**src/logic/embc_map.svh**
```systemverilog
// Overview of operation
// - Space selects idle high, low during access
// - Space selects float in reset, powerdown, emulation
// - Direction qualifier high, low only on writes
// - Direction qualifier floats in powerdown and emulation
// - Inverted qualifier high only during writes
// - Read strobe low on every external read
// - Read strobe floats while emulation disable low
// - Write strobe low on every external write
// - Bus-cycle strobe idle high, low per cycle
// - Bus-cycle strobe marks every off-chip access
// - Bus-cycle strobe floats in powerdown and emulation
// - Ready low: wait a cycle, sample again
// - Ready sampled only with software wait states
// - Emulation disable low floats every output
// - Interface disabled: flag illegal external access
`ifndef EMBC_MAP_SVH
`define EMBC_MAP_SVH

// Width of one per-space software wait-state count
`define EMBC_WS_W 3

// Synchroniser reset values, bit order {if_enable, emu_disable_n, ready}
`define EMBC_SYNC_RST 3'h1

// Idle pin levels: strobes and qualifier high, inverted qualifier low
`define EMBC_SEL_IDLE 1'h1
`define EMBC_WR_RD_IDLE 1'h0

// Wait count at which the countdown stops and ready is sampled each cycle
`define EMBC_RDY_RETRY 1

`endif

```
**src/logic/embc_pkg.sv**
```systemverilog
`default_nettype none

`include "embc_map.svh"

package embc_pkg;

   // External address spaces
   typedef enum logic [1:0] {SP_PROG, SP_DATA, SP_IO} embc_space_t;

   // One access request from the core
   typedef struct packed {
      embc_space_t space;
      logic write;
   } embc_req_t;

   // Software wait states per space
   typedef struct packed {
      logic [`EMBC_WS_W-1:0] prog;
      logic [`EMBC_WS_W-1:0] data;
      logic [`EMBC_WS_W-1:0] io;
   } embc_ws_t;

   // Control pins toward the memory bus (values or enables)
   typedef struct packed {
      logic prog_sel_n;
      logic data_sel_n;
      logic io_sel_n;
      logic rw_n;
      logic wr_rd;
      logic rd_n;
      logic we_n;
      logic bus_cycle_strobe_n_n;
   } embc_pins_t;

endpackage

`default_nettype wire

```
**src/logic/embc_ctrl.sv**
```systemverilog
`timescale 1ns/1ps
`default_nettype none

`include "embc_map.svh"

module embc_ctrl
   import embc_pkg::*;
(
   // Clock and reset
   input wire logic clk_i,
   input wire logic rst_b_i,
   // Core access request
   input wire logic req_i,
   input wire embc_req_t req_dat_i,
   input wire embc_ws_t wait_state_config_i,
   input wire logic power_down_i,
   output logic busy_o,
   output logic ack_o,
   output logic illegal_addr_o,
   // General-purpose use of the shared qualifier pin
   input wire logic port_c_bit0_sel_i,
   input wire logic port_c_bit0_i,
   input wire logic port_c_bit0_oe_i,
   // Device pins
   input wire logic ready_i,
   input wire logic emulation_output_disable_n_i,
   input wire logic external_if_enable_i,
   output logic [2:0] sync_o,
   output embc_pins_t pins_o,
   output embc_pins_t pins_oe_o
);

   typedef enum logic [1:0] {ST_IDLE, ST_ACT, ST_WAIT} embc_state_t;

   logic [2:0] sync_in;
   logic [2:0] sync1_d;
   logic [2:0] sync1_q;
   logic [2:0] sync2_d;
   logic [2:0] sync2_q;
   logic ready_s;
   logic emu_n_s;
   logic ext_en_s;
   embc_state_t state_d;
   embc_state_t state_q;
   embc_space_t space_d;
   embc_space_t space_q;
   logic write_d;
   logic write_q;
   logic [`EMBC_WS_W-1:0] cnt_d;
   logic [`EMBC_WS_W-1:0] cnt_q;
   logic ack_d;
   logic ack_q;
   logic ill_d;
   logic ill_q;
   logic take;
   logic active_d;
   logic [`EMBC_WS_W-1:0] ws_sel;
   embc_pins_t pins_d;
   embc_pins_t pins_q;
   embc_pins_t oe_d;
   embc_pins_t oe_q;

   // Every pin input is asynchronous to the core clock
   assign sync_in = {external_if_enable_i, emulation_output_disable_n_i, ready_i};

   always_comb
   begin
      sync1_d = sync_in;
      sync2_d = sync1_q;
   end

   // Two-stage synchronisers; only the second stage is read
   always_ff @(posedge clk_i or negedge rst_b_i)
   begin
      if (!rst_b_i)
      begin
         sync1_q <= `EMBC_SYNC_RST;
         sync2_q <= `EMBC_SYNC_RST;
      end
      else
      begin
         sync1_q <= sync1_d;
         sync2_q <= sync2_d;
      end
   end

   assign ready_s = sync2_q[0];
   assign emu_n_s = sync2_q[1];
   assign ext_en_s = sync2_q[2];
   assign sync_o = sync2_q;

   // Wait-state count of the requested space
   always_comb
   begin
      case (req_dat_i.space)
         SP_PROG: ws_sel = wait_state_config_i.prog;
         SP_DATA: ws_sel = wait_state_config_i.data;
         SP_IO: ws_sel = wait_state_config_i.io;
         default: ws_sel = wait_state_config_i.io;
      endcase
   end

   // Requests are refused while busy or powered down
   assign take = req_i && (state_q == ST_IDLE) && !power_down_i;
   assign busy_o = (state_q != ST_IDLE) || power_down_i;

   // Access sequencer
   always_comb
   begin
      state_d = state_q;
      space_d = space_q;
      write_d = write_q;
      cnt_d = cnt_q;
      ack_d = 1'b0;
      ill_d = 1'b0;
      case (state_q)
         ST_IDLE:
         begin
            if (take && !ext_en_s)
            begin
               ill_d = 1'b1;
            end
            else if (take)
            begin
               state_d = ST_ACT;
               space_d = req_dat_i.space;
               write_d = req_dat_i.write;
               cnt_d = ws_sel;
            end
         end
         ST_ACT:
         begin
            // Zero wait states: ready is never looked at
            if (cnt_q == '0)
            begin
               state_d = ST_IDLE;
               ack_d = 1'b1;
            end
            else
            begin
               state_d = ST_WAIT;
            end
         end
         ST_WAIT:
         begin
            if (cnt_q > `EMBC_WS_W'(`EMBC_RDY_RETRY))
            begin
               cnt_d = cnt_q - `EMBC_WS_W'(1);
            end
            // Last software wait: sample ready, stay a cycle if low
            else if (ready_s)
            begin
               state_d = ST_IDLE;
               ack_d = 1'b1;
            end
         end
         default:
         begin
            state_d = ST_IDLE;
         end
      endcase
   end

   always_ff @(posedge clk_i or negedge rst_b_i)
   begin
      if (!rst_b_i)
      begin
         state_q <= ST_IDLE;
         space_q <= SP_PROG;
         write_q <= 1'b0;
         cnt_q <= '0;
         ack_q <= 1'b0;
         ill_q <= 1'b0;
      end
      else
      begin
         state_q <= state_d;
         space_q <= space_d;
         write_q <= write_d;
         cnt_q <= cnt_d;
         ack_q <= ack_d;
         ill_q <= ill_d;
      end
   end

   assign ack_o = ack_q;
   assign illegal_addr_o = ill_q;

   // Pin levels follow the next state so they change with the access edge
   always_comb
   begin
      active_d = (state_d != ST_IDLE);
      pins_d.prog_sel_n = !(active_d && space_d == SP_PROG);
      pins_d.data_sel_n = !(active_d && space_d == SP_DATA);
      pins_d.io_sel_n = !(active_d && space_d == SP_IO);
      pins_d.rw_n = !(active_d && write_d);
      pins_d.rd_n = !(active_d && !write_d);
      pins_d.we_n = !(active_d && write_d);
      pins_d.bus_cycle_strobe_n_n = !active_d;
      // The shared pin carries either the inverted qualifier or a port bit
      if (port_c_bit0_sel_i)
      begin
         pins_d.wr_rd = port_c_bit0_i;
      end
      else
      begin
         pins_d.wr_rd = active_d && write_d;
      end
   end

   // Output enables; reset forces them all low, so every pin floats
   always_comb
   begin
      oe_d.prog_sel_n = emu_n_s && !power_down_i;
      oe_d.data_sel_n = emu_n_s && !power_down_i;
      oe_d.io_sel_n = emu_n_s && !power_down_i;
      oe_d.rw_n = emu_n_s && !power_down_i;
      oe_d.rd_n = emu_n_s;
      oe_d.we_n = emu_n_s;
      oe_d.bus_cycle_strobe_n_n = emu_n_s && !power_down_i;
      oe_d.wr_rd = emu_n_s && (port_c_bit0_sel_i ? port_c_bit0_oe_i : !power_down_i);
   end

   always_ff @(posedge clk_i or negedge rst_b_i)
   begin
      if (!rst_b_i)
      begin
         pins_q <= '{prog_sel_n: `EMBC_SEL_IDLE, data_sel_n: `EMBC_SEL_IDLE,
                     io_sel_n: `EMBC_SEL_IDLE, rw_n: `EMBC_SEL_IDLE,
                     wr_rd: `EMBC_WR_RD_IDLE, rd_n: `EMBC_SEL_IDLE,
                     we_n: `EMBC_SEL_IDLE, bus_cycle_strobe_n_n: `EMBC_SEL_IDLE};
         oe_q <= '0;
      end
      else
      begin
         pins_q <= pins_d;
         oe_q <= oe_d;
      end
   end

   assign pins_o = pins_q;
   assign pins_oe_o = oe_q;
endmodule

`default_nettype wire

```
**config.mk**
```make
export PLATFORM = sky130hd
export DESIGN_NAME = embc_ctrl
export DESIGN_NICKNAME = d
export VERILOG_FILES = /design/src/logic/embc_pkg.sv /design/src/logic/embc_ctrl.sv
export VERILOG_INCLUDE_DIRS = /design/src /design/src/logic
export SDC_FILE = /design/constraint.sdc
export NUM_CORES = 1
export LEC_CHECK = 0
export BUFFER_PORTS_ARGS = -buffer_cell sky130_fd_sc_hd__buf_2
export CORE_MARGIN = 2
export CORE_UTILIZATION = 25
export CTS_CLUSTER_SIZE = 24
export DETAILED_ROUTE_END_ITERATION = 10
export GPL_TIMING_DRIVEN = 0
export PLACE_DENSITY = 0.55
export SYNTH_ARGS = -nofsm -noshare
export SYNTH_HDL_FRONTEND = slang
export SYNTH_SLANG_ARGS = --single-unit
```
**constraint.sdc**
```tcl
create_clock -name clk_i -period 4.5 [get_ports clk_i]
set_input_delay 1.125 -clock clk_i [delete_from_list [all_inputs] [get_ports clk_i]]
set_output_delay 1.125 -clock clk_i [all_outputs]
set_load 0.05 [all_outputs]
```
# Word level (Yosys, flattened, before mapping)

Cells that the tools add are included.

Flip-flop bits (word level): 26
Input bits: 22
Output and inout port bits: 22
Logic and storage cells: 81

Add/sub/neg operators: 1
$lt $le $gt $ge: 1
Equality and inequality tests: 8
Muxes and demuxes: 25
Reductions and logical operators: 28

Operator list:

| kind                                                                             | count |
|---|---|
| 2-bit 2-to-1 mux                                                                 | 8 |
| 3-bit one-hot mux with 2 select lines                                            | 2 |
| 1-bit logical AND                                                                | 10 |
| 1-bit 2-to-1 mux                                                                 | 10 |
| 1-bit logical NOT                                                                | 9 |
| 3-bit 2-to-1 mux                                                                 | 3 |
| 2-bit by 1-bit == test with 1-bit output (second input constant)                 | 3 |
| 2-bit logical NOT                                                                | 3 |
| 2-bit != test (second input constant)                                            | 3 |
| 2-bit one-hot mux with 3 select lines                                            | 1 |
| 2-bit nonzero test                                                               | 3 |
| 2-bit == test (second input constant)                                            | 2 |
| 4-bit AND reduction                                                              | 1 |
| 3-bit by 1-bit greater-than comparator with 1-bit output (second input constant) | 1 |
| 3-bit logical NOT                                                                | 1 |
| 3-bit by 1-bit subtractor with 3-bit output (second input constant)              | 1 |
| 1-bit one-hot mux with 2 select lines                                            | 1 |
| 1-bit logical OR                                                                 | 1 |

# Longest topological paths before layout

Word-level depth: 9
Mapped depth: 7
Mapped depth without buffers: 7

# Worst setup path after synthesis

OpenSTA, ideal clock, no wires.

Path type: input port to output port
Start point: input port power_down_i
End point: output port busy_o
Arrival: 1526 ps
Data required time: 3375 ps
Slack: 1849 ps
Cell stages on the path: 1
Path buffers: 0
Cells stage by stage: or2b_1

Cells in the longest elaborated chain, start to end: 1

Ends and longest elaborated chain:

| item             | RTL line         | RTL |
|---|---|---|
| start, declared  | embc_ctrl.sv:16  | `input wire logic power_down_i,` |
| 1-bit logical OR | embc_ctrl.sv:105 | `assign busy_o = (state_q != ST_IDLE) \|\| power_down_i;` |
| end, declared    | embc_ctrl.sv:17  | `output logic busy_o,` |

Every way passes these cells.

# Final worst setup path

Ends and elaborated chain as after synthesis.

==> summary.md <==
| Metric | Value |
|---|---|
| Die H | `74.7 um` |
| Mapped Avg Cell Area | `11.8 um^2` |
| Initial antenna violation count | `0` |
| Overflow after GRT | `0` |
| Core area | `4750 um^2` |
| Count leader, synth | `dfrtp_1` |
| CTS tree | `yes` |
| FF+latch count, synth | `26` |
| Routed WL | `2610 um` |
| Num ports | `44` |
| Setup violations, final | `0` |
| Worst path arrival time | `1690 ps` |
| DR vias | `932` |
| Final Cycle Share | `0.625` |
| CP Class | `in -> out` |
| Clock Pin Slew Worst Setup and Hold Paths | `90 ps` |
| Status | `complete, no violations` |
| Cell accounting for the most synthesized area | `dfrtp_1` |
| Number of synthesis warnings | `0` |
| Synth Flop Type | `dfrtp_1` |
| Netlist Area Pre-Place | `1250 um^2` |
| Avg Vias per Cell | `4.24` |
| Residual DRC | `0` |
| Syn_nets | `135` |
| Final ANT Viol Nets | `0` |
| Pre-Repair DR Iteration Count | `4` |
| Synth cell types | `35` |
| P&R area growth vs syn | `29.7%` |
| Non-filler cells, final | `220` |
| Slew @ Worst Pin | `554 ps` |
| Post-synth top cells | `18 x dfrtp_1, 9 x inv_1, 8 x dfstp_2, 8 x nand2_1` |
| Antenna cells | `0` |
| Fraction of layout cells with a size suffix above 1 | `0.464` |
| H-tree depth | `1` |
| Layout Skew | `2.60 ps` |
| RSZ-0062 raised after global routing | `false` |
| Fin nets | `183` |
| Setup TNS | `0 ps` |
| Max Cap Viol | `0` |
| Initial drt markers | `50` |
| Cell Pwr Density | `606 nW/um^2` |
| Final hold vios | `0` |
| Cts hold-fix bufs | `0` |
| Pin count of the biggest net entering global routing | `27` |
| Vias in the first global route | `965` |
| Final Slew Violations | `0` |
| Dpl cells | `216` |
| CTS Buffer Depth | `2` |
| Synth async-reset ratio | `1.00` |
| Max_slew headroom | `0.630` |
| Post-DP HPWL | `1990 um` |
| Tmin final | `2810 ps` |
| First-pass GRT wire length | `4270 um` |
| Syn Inst Count | `106` |
| Synth top area cells | `dfrtp_1 36%, dfstp_2 17%, ha_1 7.0%` |
| Row cnt | `25` |
| CTS Buf Count | `3` |
| Maximum VDD drop | `344 uV` |
| Post-CTS sizing | `0` |
| Top cell type's share of synthesized area | `0.361` |
| Crit Path Max Fanout | `4` |
| Port Buf Inserts | `43` |
| Postcts setup bufs | `0` |
| Die area | `5580 um^2` |
| Post-synth EDFFs | `0` |
| Num Clock Sinks | `26` |
| Post-synthesis sequential area ratio | `0.529` |
| CP Data Required Time | `3380 ps` |
| Cell leakage power | `0.798 nW` |
| WL/cell | `11.9 um` |
| Setup crit end kind | `primary output` |
| Total power draw | `0.000981 W` |
| Clock root buffer | `clkbuf_8` |
| Hold/Removal Path Class | `reg -> reg` |
| Routability Congestion | `0.697` |
| Fmax | `356 MHz` |
| Initial cell density of the core | `0.263` |
| Total GRT Usage | `0.100` |
| Startpoint Class | `primary input` |
| Die width | `74.7 um` |
| Clk Latency, worst-skew pair | `270 ps` |
## sequential cells by signal, summed over array words and instances (netlist names), 2 cells and up
| signal | count |
|---|---|
| cnt_q | 3 |
| pins_o | 7 |
| pins_oe_o | 3 |
| space_q | 2 |
| state_q | 2 |
| sync1_q | 3 |
| sync_o | 3 |
## per-stage QoR
stage	util	hold WS (ps)	area, um^2	setup slack, ps
global route	0.341	364	1620	1610
CTS	0.341	362	1620	1690
finish	0.341	351	1620	1690
global placement	0.326	335	1550	1690
detailed placement	0.326	336	1550	1690
floorplan	-	331	1250	1850
## area by class of cell
cell class	count	area, um^2
multi-input cells	63	498
repair buffers	43	215
flip-flops and latches	26	661
inverters	9	33.8
plain buffers	8	56.3
clock inverters	1	30.0
well taps	67	83.8
fillers	511	3140
clock buffers	3	41.3
## cells in the final DEF, fill, tap and decap left out, drive strengths merged, types with 2 or more instances in the layout
cell type	Yosys	layout
a21oi	3	3
and2	2	2
buf	7	50
clkbuf	1	4
dfrtp	18	18
dfstp	8	8
ha	7	7
inv	9	9
mux2	3	3
mux2i	4	4
nand2	8	8
nand3	2	2
nor2	6	6
nor2b	3	3
o21ai	5	5
## power by group
part	switching, W	internal, W
logic	0.000305	0.000142
clock network	0.0000735	0.000119
registers	0.0000302	0.000311
total	0.000409	0.000572
## logic make-up (layout without fill, tap and decap cells)
family,after synthesis,count (layout),synth area share
fa+ha+maj,7,7,0.0701
mux,7,7,0.0591
compound gates,21,21,0.133
simple gates,28,28,0.136
flops,26,26,0.529
buf+inv,17,64,0.0721
## worst max-delay path: stages
cell and delay (ps):
buf_2 120, or2b_1 230, buf_2 210
## final timing paths
path,start,end,slack (ps),cells past startpoint
setup / recovery,power_down_i,busy_o,1690,3
hold / removal,sync1_q[2]$_DFF_PN0_,sync_o[2]$_DFF_PN0_,350,0
setup reg to reg,state_q[1]$_DFF_PN0_,pins_o[3]$_DFF_PN0_,2430,6
hold reg to reg,sync1_q[2]$_DFF_PN0_,sync_o[2]$_DFF_PN0_,350,0
max in group asynchronous,rst_b_i,sync_o[0]$_DFF_PN1_,3290,1
min in group asynchronous,rst_b_i,pins_oe_o[1]$_DFF_PN0_,830,1
## per-layer routing
metal / wire, um / GRT usage / vias to the layer above
met1: 1080 / 0.117 / 453
met2: 1420 / 0.176 / 20
met5: 0 / 0 / -
met3: 110 / 0.0335 / 2
met4: 8 / 0.0278 / 0
li1: - / - / 457
No activity file was read; power rests on OpenSTA's default activity.
